File: config.mk
export PLATFORM = sky130hd
export DESIGN_NAME = adc_selftrim_average_correction
export DESIGN_NICKNAME = d
export VERILOG_FILES = /design/src/rtl/adc_trim_pkg.sv /design/src/rtl/adc_selftrim_average_correction.sv
export VERILOG_INCLUDE_DIRS = /design/src /design/src/rtl
export SDC_FILE = /design/constraint.sdc
export NUM_CORES = 1
export LEC_CHECK = 0
export ABC_AREA = 1
export BUFFER_PORTS_ARGS = -buffer_cell sky130_fd_sc_hd__buf_2
export CORE_ASPECT_RATIO = 0.6
export CORE_UTILIZATION = 60
export CTS_BUF_LIST = sky130_fd_sc_hd__clkbuf_8
export CTS_CLUSTER_SIZE = 28
export DETAILED_ROUTE_END_ITERATION = 8
export GPL_TIMING_DRIVEN = 0
export PLACE_DENSITY_LB_ADDON = 0.08
export SYNTH_ARGS = -nofsm -noshare
export SYNTH_HDL_FRONTEND = slang
export SYNTH_SLANG_ARGS = --single-unit
File: constraint.sdc
create_clock -name clk_sys_i -period 4.9 [get_ports clk_sys_i]
set_input_delay 0.245 -clock clk_sys_i [delete_from_list [all_inputs] [get_ports clk_sys_i]]
set_output_delay 0.245 -clock clk_sys_i [all_outputs]
set_load 0.005 [all_outputs]
File: src/rtl/adc_trim_consts.svh
// Register offsets, field positions, reset values and timing counts.
`ifndef ADC_TRIM_CONSTS_SVH
`define ADC_TRIM_CONSTS_SVH

// =====================================================================
// Register offsets
`define OFS_TRIM_AVG_CTRL  8'h24
`define OFS_OFFSET_CORR    8'h28
`define OFS_PLUS_GAIN      8'h2C
`define OFS_TRIM_D         8'h34
`define OFS_TRIM_S         8'h38
`define OFS_TRIM_FOUR      8'h3C
`define OFS_TRIM_THREE     8'h40
`define OFS_TRIM_TWO       8'h44
`define OFS_TRIM_ONE       8'h48
`define OFS_TRIM_ZERO      8'h4C
`define OFS_TRIG_CTRL      8'h50
`define OFS_RESULT         8'h54

// =====================================================================
// Field positions
`define BIT_TRIM_START     7
`define BIT_TRIM_FAIL      6
`define BIT_CONT           3
`define BIT_AVG_EN         2
`define BIT_HW_TRIG        0
`define BIT_SW_TRIG        1

// =====================================================================
// Reset values
`define RST_OFFSET_CORR    16'h0004
`define RST_PLUS_GAIN      16'h8200
`define RST_TRIM_D         6'h0A
`define RST_TRIM_S         6'h20
`define RST_TRIM_FOUR      10'h200
`define RST_TRIM_THREE     9'h100
`define RST_TRIM_TWO       8'h80
`define RST_TRIM_ONE       7'h40
`define RST_TRIM_ZERO      6'h20

// =====================================================================
// Timing
`define TRIM_CYCLES        16'd64
`define CONV_CYCLES        8'd8

`endif

File: src/rtl/adc_trim_pkg.sv
// Types shared by the trim, averaging and correction block.
package adc_trim_pkg;

    typedef struct packed {
        logic [7:0]  addr;
        logic [31:0] wdata;
        logic        wr;
        logic        rd;
    } reg_req_t;

    typedef struct packed {
        logic [5:0] d;
        logic [5:0] s;
        logic [9:0] four;
        logic [8:0] three;
        logic [7:0] two;
        logic [6:0] one;
        logic [5:0] zero;
    } trim_words_t;

    typedef enum logic [1:0] {
        RES_8BIT,
        RES_10BIT,
        RES_12BIT,
        RES_16BIT
    } res_mode_t;

endpackage : adc_trim_pkg

File: src/rtl/adc_selftrim_average_correction.sv
// Self-trim, continuous/averaged conversion control and result correction.
//
// Our own choice: strobed register access.
`include "adc_trim_consts.svh"
`timescale 1ns/1ps
`default_nettype none

module adc_selftrim_average_correction #(
    parameter int TRIM_LEN = 64,
    parameter int CONV_LEN = 8
) (
    // Clock and reset
    input  wire logic                      clk_sys_i,
    input  wire logic                      srst_i,
    // Register port
    input  wire adc_trim_pkg::reg_req_t    req_i,
    output logic [31:0]                    rdata_o,
    // Converter side
    input  wire logic [15:0]               raw_sample_i,
    input  wire adc_trim_pkg::trim_words_t trim_found_i,
    input  wire logic                      stop_mode_i,
    input  wire adc_trim_pkg::res_mode_t   res_mode_i,
    // Status
    output logic                           conv_active_o,
    output logic                           result_done_o,
    output logic                           trimming_o
);
    import adc_trim_pkg::*;

    // =================================================================
    // Register decode
    logic        trim_start;
    logic        trim_fail;
    logic        cont_conv;
    logic        avg_en;
    logic [1:0]  avg_sel;
    logic [15:0] offset_corr;
    logic [15:0] plus_gain;
    trim_words_t trim;
    logic        hw_trig_sel;
    logic [15:0] result;
    logic        stop_s1;
    logic        stop_s2;

    wire wr_ctrl  = req_i.wr && req_i.addr == `OFS_TRIM_AVG_CTRL;
    wire wr_ofs   = req_i.wr && req_i.addr == `OFS_OFFSET_CORR;
    wire wr_gain  = req_i.wr && req_i.addr == `OFS_PLUS_GAIN;
    wire wr_trig  = req_i.wr && req_i.addr == `OFS_TRIG_CTRL;
    wire wr_d     = req_i.wr && req_i.addr == `OFS_TRIM_D;
    wire wr_s     = req_i.wr && req_i.addr == `OFS_TRIM_S;
    wire wr_4     = req_i.wr && req_i.addr == `OFS_TRIM_FOUR;
    wire wr_3     = req_i.wr && req_i.addr == `OFS_TRIM_THREE;
    wire wr_2     = req_i.wr && req_i.addr == `OFS_TRIM_TWO;
    wire wr_1     = req_i.wr && req_i.addr == `OFS_TRIM_ONE;
    wire wr_0     = req_i.wr && req_i.addr == `OFS_TRIM_ZERO;
    wire start_wr = wr_ctrl && req_i.wdata[`BIT_TRIM_START] && !trim_start;
    wire sw_trig  = wr_trig && req_i.wdata[`BIT_SW_TRIG];

    // =================================================================
    // Trim sequence
    logic [15:0] trim_cnt;
    logic        trim_bad;
    wire trim_last = trim_start && trim_cnt == 16'(TRIM_LEN - 1);
    wire fail_evt  = trim_start && (req_i.wr || hw_trig_sel || stop_s2);
    wire fail_now  = trim_bad || fail_evt;

    always_ff @(posedge clk_sys_i) begin
        if (srst_i) begin
            stop_s1 <= 1'b0;
            stop_s2 <= 1'b0;
        end else begin
            stop_s1 <= stop_mode_i;
            stop_s2 <= stop_s1;
        end
    end

    always_ff @(posedge clk_sys_i) begin
        if (srst_i) begin
            trim_start <= 1'b0;
            trim_cnt   <= 16'h0000;
            trim_bad   <= 1'b0;
        end else if (start_wr) begin
            trim_start <= 1'b1;
            trim_cnt   <= 16'h0000;
            trim_bad   <= 1'b0;
        end else if (trim_last) begin
            trim_start <= 1'b0;
            trim_bad   <= 1'b0;
        end else if (trim_start) begin
            trim_cnt   <= trim_cnt + 16'h0001;
            trim_bad   <= fail_now;
        end
    end

    wire fail_clr = wr_ctrl && req_i.wdata[`BIT_TRIM_FAIL];
    always_ff @(posedge clk_sys_i) begin
        if (srst_i) begin
            trim_fail <= 1'b0;
        end else if (trim_last) begin
            trim_fail <= fail_now;
        end else if (fail_clr) begin
            trim_fail <= 1'b0;
        end
    end

    // =================================================================
    // Control registers
    always_ff @(posedge clk_sys_i) begin
        if (srst_i) begin
            cont_conv   <= 1'b0;
            avg_en      <= 1'b0;
            avg_sel     <= 2'h0;
            offset_corr <= `RST_OFFSET_CORR;
            plus_gain   <= `RST_PLUS_GAIN;
            hw_trig_sel <= 1'b0;
        end else begin
            if (wr_ctrl) begin
                cont_conv <= req_i.wdata[`BIT_CONT];
                avg_en    <= req_i.wdata[`BIT_AVG_EN];
                avg_sel   <= req_i.wdata[1:0];
            end
            if (wr_ofs) offset_corr <= req_i.wdata[15:0];
            if (wr_gain) plus_gain <= req_i.wdata[15:0];
            if (wr_trig) hw_trig_sel <= req_i.wdata[`BIT_HW_TRIG];
        end
    end

    always_ff @(posedge clk_sys_i) begin
        if (srst_i) begin
            trim.d     <= `RST_TRIM_D;
            trim.s     <= `RST_TRIM_S;
            trim.four  <= `RST_TRIM_FOUR;
            trim.three <= `RST_TRIM_THREE;
            trim.two   <= `RST_TRIM_TWO;
            trim.one   <= `RST_TRIM_ONE;
            trim.zero  <= `RST_TRIM_ZERO;
        end else if (trim_last) begin
            trim <= trim_found_i;
        end else begin
            if (wr_d) trim.d <= req_i.wdata[5:0];
            if (wr_s) trim.s <= req_i.wdata[5:0];
            if (wr_4) trim.four <= req_i.wdata[9:0];
            if (wr_3) trim.three <= req_i.wdata[8:0];
            if (wr_2) trim.two <= req_i.wdata[7:0];
            if (wr_1) trim.one <= req_i.wdata[6:0];
            if (wr_0) trim.zero <= req_i.wdata[5:0];
        end
    end

    // =================================================================
    // Conversion sequencing
    logic [7:0]  conv_cnt;
    logic        conv_busy;
    logic [5:0]  avg_done;
    logic [20:0] acc;

    wire [5:0] set_size = 6'(6'd4 << avg_sel);
    wire [5:0] set_need = avg_en ? set_size : 6'd1;
    wire conv_end   = conv_busy && conv_cnt == 8'(CONV_LEN - 1);
    wire set_end    = conv_end && avg_done == 6'(set_need - 6'd1);

    wire signed [17:0] diff = $signed({2'b00, raw_sample_i})
                            - $signed({{2{offset_corr[15]}}, offset_corr});
    wire [15:0] max_val = (res_mode_i == RES_8BIT)  ? 16'h00FF :
                          (res_mode_i == RES_10BIT) ? 16'h03FF :
                          (res_mode_i == RES_12BIT) ? 16'h0FFF : 16'hFFFF;
    wire [15:0] corrected = diff < 0 ? 16'h0000 :
                            (diff > $signed({2'b00, max_val})) ? max_val :
                            diff[15:0];
    wire [20:0] acc_sum = acc + {5'h00, corrected};
    wire [20:0] mean = acc_sum >> ($clog2(32) - 3 + avg_sel + 2 - 2);
    wire [15:0] set_res = avg_en ? mean[15:0] : corrected;

    always_ff @(posedge clk_sys_i) begin
        if (srst_i) begin
            conv_busy     <= 1'b0;
            conv_cnt      <= 8'h00;
            avg_done      <= 6'h00;
            acc           <= 21'h000000;
            result        <= 16'h0000;
            result_done_o <= 1'b0;
        end else begin
            result_done_o <= 1'b0;
            if (start_wr || trim_start) begin
                conv_busy <= 1'b0;
                conv_cnt  <= 8'h00;
                avg_done  <= 6'h00;
                acc       <= 21'h000000;
            end else if (sw_trig && !conv_busy) begin
                conv_busy <= 1'b1;
                conv_cnt  <= 8'h00;
            end else if (conv_end) begin
                conv_cnt <= 8'h00;
                if (set_end) begin
                    result        <= set_res;
                    result_done_o <= 1'b1;
                    acc           <= 21'h000000;
                    avg_done      <= 6'h00;
                    conv_busy     <= cont_conv;
                end else begin
                    acc      <= acc_sum;
                    avg_done <= avg_done + 6'h01;
                end
            end else if (conv_busy) begin
                conv_cnt <= conv_cnt + 8'h01;
            end
        end
    end

    // =================================================================
    // Read data
    logic [31:0] rmux;
    always_comb begin
        rmux = 32'h0000_0000;
        unique case (req_i.addr)
            `OFS_TRIM_AVG_CTRL: rmux[7:0] = {trim_start, trim_fail, 2'b00,
                                  cont_conv, avg_en, avg_sel};
            `OFS_OFFSET_CORR: rmux[15:0] = offset_corr;
            `OFS_PLUS_GAIN:   rmux[15:0] = plus_gain;
            `OFS_TRIM_D:      rmux[5:0]  = trim.d;
            `OFS_TRIM_S:      rmux[5:0]  = trim.s;
            `OFS_TRIM_FOUR:   rmux[9:0]  = trim.four;
            `OFS_TRIM_THREE:  rmux[8:0]  = trim.three;
            `OFS_TRIM_TWO:    rmux[7:0]  = trim.two;
            `OFS_TRIM_ONE:    rmux[6:0]  = trim.one;
            `OFS_TRIM_ZERO:   rmux[5:0]  = trim.zero;
            `OFS_TRIG_CTRL:   rmux[0]    = hw_trig_sel;
            `OFS_RESULT:      rmux[15:0] = result;
            default:          rmux       = 32'h0000_0000;
        endcase
    end

    // Read data stands only in the cycle after the strobe.
    always_ff @(posedge clk_sys_i) begin
        if (srst_i) begin
            rdata_o       <= 32'h0000_0000;
            conv_active_o <= 1'b0;
            trimming_o    <= 1'b0;
        end else begin
            rdata_o       <= req_i.rd ? rmux : 32'h0000_0000;
            conv_active_o <= conv_busy;
            trimming_o    <= trim_start;
        end
    end

    // =================================================================
    // Assertions
    // self clear
    a_trim_ends_on_time: assert property (@(posedge clk_sys_i)
        disable iff (srst_i) $rose(trim_start) |-> ##64 !trim_start)
        else $error("trim did not end on time");
    a_write_fails_trim: assert property (@(posedge clk_sys_i)
        disable iff (srst_i) trim_start && req_i.wr && !trim_last
        |=> trim_bad || !trim_start)
        else $error("write during trim not marked");
    a_fail_holds: assert property (@(posedge clk_sys_i)
        disable iff (srst_i) trim_fail && !fail_clr && !trim_last
        |=> trim_fail)
        else $error("fail flag dropped");
    a_abort_conv: assert property (@(posedge clk_sys_i)
        disable iff (srst_i) start_wr |=> !conv_busy)
        else $error("conversion not aborted");
    a_result_bound: assert property (@(posedge clk_sys_i)
        disable iff (srst_i) result_done_o
        |-> result <= (($past(res_mode_i) == RES_8BIT)  ? 16'h00FF :
                       ($past(res_mode_i) == RES_10BIT) ? 16'h03FF :
                       ($past(res_mode_i) == RES_12BIT) ? 16'h0FFF :
                                                           16'hFFFF))
        else $error("result not saturated");
    a_trim_load: assert property (@(posedge clk_sys_i)
        disable iff (srst_i) trim_last |=> trim == $past(trim_found_i))
        else $error("trim words not loaded");
    a_single_stops: assert property (@(posedge clk_sys_i)
        disable iff (srst_i) set_end && !cont_conv && !trim_start
        |=> !conv_busy)
        else $error("single mode repeated");
    a_fail_verdict: assert property (@(posedge clk_sys_i)
        disable iff (srst_i) trim_last |=> trim_fail == $past(fail_now))
        else $error("wrong trim verdict");

endmodule : adc_selftrim_average_correction
`default_nettype wire

# Yosys cells after proc, flatten, opt, wreduce, memory -nomap -nowiden
# Index checks and enable logic that the tools add are counted.
# totals
ff_bits	197
in_bits	115
output_inout_bits	35
word_cells	144
# classes
add_sub_neg	9
n_lt_le_gt_ge	2
n_eq_ne	17
shifts	2
mux	32
bitwise_logic	5
reduce_logical	48
# op_table
cell	count
$mux W16	6
$pmux W5 S11	1
$mux W52	1
$eq A8 B6 Y1 const B	6
$eq A8 B7 Y1 const B	6
$shr A21 B32 Y16	1
$mux W6	5
$reduce_bool A2 Y1	11
$add A21 B16 Y21	1
$mux W21	1
$logic_and A1 B1 Y1	20
$gt A18 B17 Y1	1
$lt A18 B1 Y1 const B	1
$pmux W6 S3	1
$sub A17 B16 Y18	1
$add A16 B1 Y16 const B	1
$eq A16 B6 Y1 const B	1
$pmux W1 S12	1
$mux W10	1
$mux W9	1
$add A8 B1 Y8 const B	1
$eq A8 B3 Y1 const B	1
$mux W1	8
$mux W8	1
23 further kinds	36

# Logic depth before layout (Yosys ltp)
# logic_depth
depth_word	10
ltp_mapped	44
depth_no_buf	44

# Worst setup path after synthesis
# OpenSTA, ideal clock, no wires.
# synth_timing
path_type	register -> register
startpoint	reg offset_corr[0]
endpoint	reg result[15]
setup_ns	0.119
arrival_time_ns	4.372
required_time_ns	4.781
path_slack_ns	0.409
stages_incl_launch_ff	38
path_buffers	0
period_less_slack_ns	4.491
cell_sequence	dfxtp_1 ha_1 inv_1 fa_1 nand3_1 nand2_1 nand2_1 nand2_1 nand2_1 o21bai_1 xnor2_1 inv_1 ha_1 nand2_1 nor2_1 nand2_1 o211ai_1 nand2_2 [2 not listed] inv_1 ha_1 inv_1 fa_1 inv_1 nand3_1 nand2_1 nand2_1 nand2_1 nand2_1 nand2_1 nand3_1 nand2_1 nand2_1 nand3_1 nand2_1 nor2_1 a21oi_1
# synth_between
elab_chain_len	7
elab_cells_between_ends	8
classes_between	add/sub: 2; order compare: 2; shift: 1; mux: 3
# synth_rtl
element	line	source
start: declaration	adc_selftrim_average_correction.sv:37	logic [15:0] offset_corr;
start signal: assignment	adc_selftrim_average_correction.sv:113	offset_corr <= `RST_OFFSET_CORR;
start signal: assignment	adc_selftrim_average_correction.sv:122	if (wr_ofs) offset_corr <= req_i.wdata[15:0];
$sub A17 B16 Y18 (*)	adc_selftrim_average_correction.sv:163	- $signed({{2{offset_corr[15]}}, offset_corr});
$gt A18 B17 Y1	adc_selftrim_average_correction.sv:168	(diff > $signed({2'b00, max_val})) ? max_val :
$mux W16	adc_selftrim_average_correction.sv:168	
$mux W16 (*)	adc_selftrim_average_correction.sv:167	wire [15:0] corrected = diff < 0 ? 16'h0000 :
$add A21 B16 Y21	adc_selftrim_average_correction.sv:170	wire [20:0] acc_sum = acc + {5'h00, corrected};
$shr A21 B32 Y16	adc_selftrim_average_correction.sv:171	wire [20:0] mean = acc_sum >> ($clog2(32) - 3 + avg_sel + 2 - 2);
$mux W16 (*)	adc_selftrim_average_correction.sv:172	wire [15:0] set_res = avg_en ? mean[15:0] : corrected;
end signal: assignment	adc_selftrim_average_correction.sv:195	result <= set_res;
end: declaration	adc_selftrim_average_correction.sv:41	logic [15:0] result;
# Mark *: on every way between the ends. The rest lies on a longest branch, timed or not.
# A chain may end at the register's enable or synchronous reset.

# Final worst setup path
# layout_timing
startpoint	reg offset_corr[0]
endpoint	reg result[14]
# Same word-level chain as after synthesis.

==> run_results.csv <==
group,metric,value,unit
cts,insertion_delay,0.49,ns
drt,post_drt_wl_per_cell,18.8,um
global_routing,grt_pass1_wl,57500,um
worst_setup_path,endpoint_kind,"flop",
place,gp_congestion,1.03,
synth,synthDominantCellAreaShare,0.322,
layout,multi_input_area,7670,um^2
cts,htree_levels,4,
worst_setup_path,critPathKind,"reg2reg",
place,io_buffers,116,
synth,synthFlopType,"dfxtp_1",
worst_setup_path,critPathMostFrequentCell,"nand2_2",
cts,ctsRootBufferMaster,"clkbuf_8",
floorplanning,die_w,179,um
global_routing,grt_max_degree,17,
drt,first_pass_iters,8,
layout,drive_gt1_frac,0.287,
power,vdd_ir_drop_max,0.224,mV
synth,synth_top_area_cell,"dfxtp_1",
sta,clock.fmax,195,MHz
floorplanning,dieArea,19300,um^2
place,pre_cts_slack,-0.935,ns
run,max_cap_violations,0,
synth,ys_seq_area_frac,0.322,
cts,clk_pin_slew_worst_paths,0.11,ns
sta,setup_viol,17,
sta,fin_crit,5.13,ns
layout,finalNetCount,2086,
sta,tns,-1.98,ns
synth,avgSynthCellArea,6.56,um^2
global_routing,grt_pass1_vias,10848,
floorplanning,row_count,38,
drt,num_vias,13352,
global_routing,grt_use_total,0.390,
worst_setup_path,start_kind,"flop",
synth,synth.top_cells.by_count,"nand2_1, inv_1, dfxtp_1",
cts,cts_buffers,17,
place,hpwl,28600,um
floorplanning,start_util,0.617,
drt,finalWirelength,41000,um
power,p_leak,6.47,nW
drt,antenna_left,0,
layout,syn_to_final_growth,28.3,%
synth,yosys-top-cells-area,"dfxtp_1, nand2_1, inv_1",
layout,fillerInstances,1323,
worst_setup_path,critPathSlowestCell,"dfxtp_4",
synth,synth-seq-cells,181,
synth,yosysMostFrequentCell,"nand2_1",
cts,cts.path.max_buffers,2,
floorplanning,ioPinCount,150,
sta,hold_viol_final,0,
power,power,3.34,mW
floorplanning,die_y,108,um
outcome,status,"finished with violations",
sta,report.final.slew_viol_count,0,
worst_setup_path,cp_max_fo,6,
cts,clkSinkCount,181,
synth,synth_area,11200,um^2
floorplanning,core_area,18200,um^2
synth,yosysWarnings,0,
layout,diodes,0,
sta,final.setup_skew,0.0207,ns
global_routing,antenna_found_initial,0,
sta,finalWorstSetupSlack,-0.230,ns
worst_hold_path,hold_path.class,"in2reg",
synth,synth_cell_types,59,
worst_setup_path,cpPeakStageDelay,0.38,ns
drt,drt_iter0_markers,1989,
drt,vias_per_cell,6.13,
worst_setup_path,arrival,5.52,ns
sta,tightest_slew,0.719,ns
drt,drcViolationCount,0,
global_routing,gr-total-overflow,0,
sta,rsz0062_at_grt,"yes",
layout,seqCellArea,3630,um^2
outcome,violations,"negative setup slack",
power,pwr_density_cell,231,nW/um^2
synth,synth_edf_count,0,
sta,relSlewSlack,0.521,
worst_setup_path,required,5.29,ns
synth,postSynthCellCount,1713,
cts,tritoncts,"yes",
sta,period_share,1.05,
synth,synth-async-reset-ratio,0,
-- area by class of cell --
| cell class | instances | share of cell area |
|---|---|---|
| repair buffers | 178 | 0.0735 |
| flip-flops and latches | 181 | 0.252 |
| inverters | 243 | 0.0643 |
| clock inverters | 15 | 0.0140 |
| multi-input cells | 1234 | 0.532 |
| clock buffers | 17 | 0.0162 |
| plain buffers | 70 | 0.0278 |
| well taps | 240 | 0.0208 |
-- metal layers --
layer / vias to the layer above / GRT usage / wire [um]
li1: 6067 / - / -
met1: 6039 / 0.594 / 17100
met2: 1087 / 0.520 / 16100
met3: 159 / 0.130 / 6510
met4: 0 / 0.0805 / 1210
met5: - / 0 / 0
-- report_power, final --
part | total, mW | leakage (nW) | internal (mW) | switching (mW)
combinational | 0.714 | 4.79 | 0.277 | 0.437
sequential | 1.47 | 1.46 | 1.47 | 0.00116
clock | 1.15 | 0.218 | 0.559 | 0.590
total | 3.34 | 6.47 | 2.31 | 1.03
-- final timing paths --
path	depth (start not counted)	endpoint	start	slack (ns)
worst max-delay path	38	result[14]	offset_corr[0]	-0.23
worst min-delay path	3	trim[30]	trim_found_i[30]	0.01
worst max register to register	38	result[14]	offset_corr[0]	-0.23
worst min register to register	2	stop_s2	stop_s1	0.42
-- cells by family (layout without fill, tap and decap cells) --
family          count (synthesis)  after routing  synth area share
buf+inv                       313            523             0.116
fa+ha+maj                      46             46            0.0525
simple gates                  781            781             0.304
xor+xnor                       19             19            0.0165
flops                         181            181             0.322
other cells                     1             16          0.000334
compound gates                372            372             0.188
-- worst max-delay path, delay by kind of cell (launching register included) --
family | cells | cell delay, ns
adder cells (fa/ha/maj) | 5 | 1.25
buffers and inverters | 6 | 0.51
flip-flops | 1 | 0.38
AO/OA/AOI/OAI | 2 | 0.37
AND/OR/NAND/NOR | 24 | 2.33
XOR/XNOR | 1 | 0.18
-- placed cells by master (no fill, tap or decap), types with 17 or more instances in the layout --
master / Yosys / routed
a21oi_1: 137 / 112
a21oi_4: 1 / 17
a31oi_1: 47 / 47
buf_2: 20 / 136
buf_4: 23 / 80
clkbuf_1: 22 / 22
clkbuf_8: 0 / 17
dfxtp_1: 181 / 177
ha_1: 44 / 17
ha_4: 0 / 24
inv_1: 224 / 201
inv_2: 15 / 35
nand2_1: 426 / 352
nand2_2: 15 / 64
nand2_4: 2 / 26
nand3_1: 145 / 102
nand3_2: 2 / 39
nand4_1: 22 / 22
nor2_1: 115 / 86
nor2_2: 7 / 31
nor3_1: 20 / 20
o21ai_0: 125 / 119
-- state kept, by name, indices dropped and copies added, names as in the netlist, 2 cells and up --
name	cells
plus_gain	16
trim_cnt	16
avg_sel	2
result	16
acc	21
trim	52
offset_corr	16
rdata_o	16
conv_cnt	8
avg_done	6
-- what timing repair did --
item                                    CTS  global route
endpoints found under the setup margin   34            31
pin swaps                                32           109
resized for setup                       112           215
hold buffers                              3             1
setup buffers                            37            23
endpoints found under the hold margin     3             1
-- through the flow --
step / hold WS, ns / util / instances / cell area (um^2)
2_1_floorplan: 0.352 / - / 1728 / 11300
3_3_place_gp: 0.399 / 0.669 / 2084 / 12200
3_5_place_dp: 0.400 / 0.669 / 2084 / 12200
4_1_cts: 0.000255 / 0.736 / 2156 / 13400
5_1_grt: -0.00482 / 0.792 / 2178 / 14400
6_report: 0.0112 / 0.792 / 2178 / 14400
Note: power is estimated with default switching activity, not from simulation.
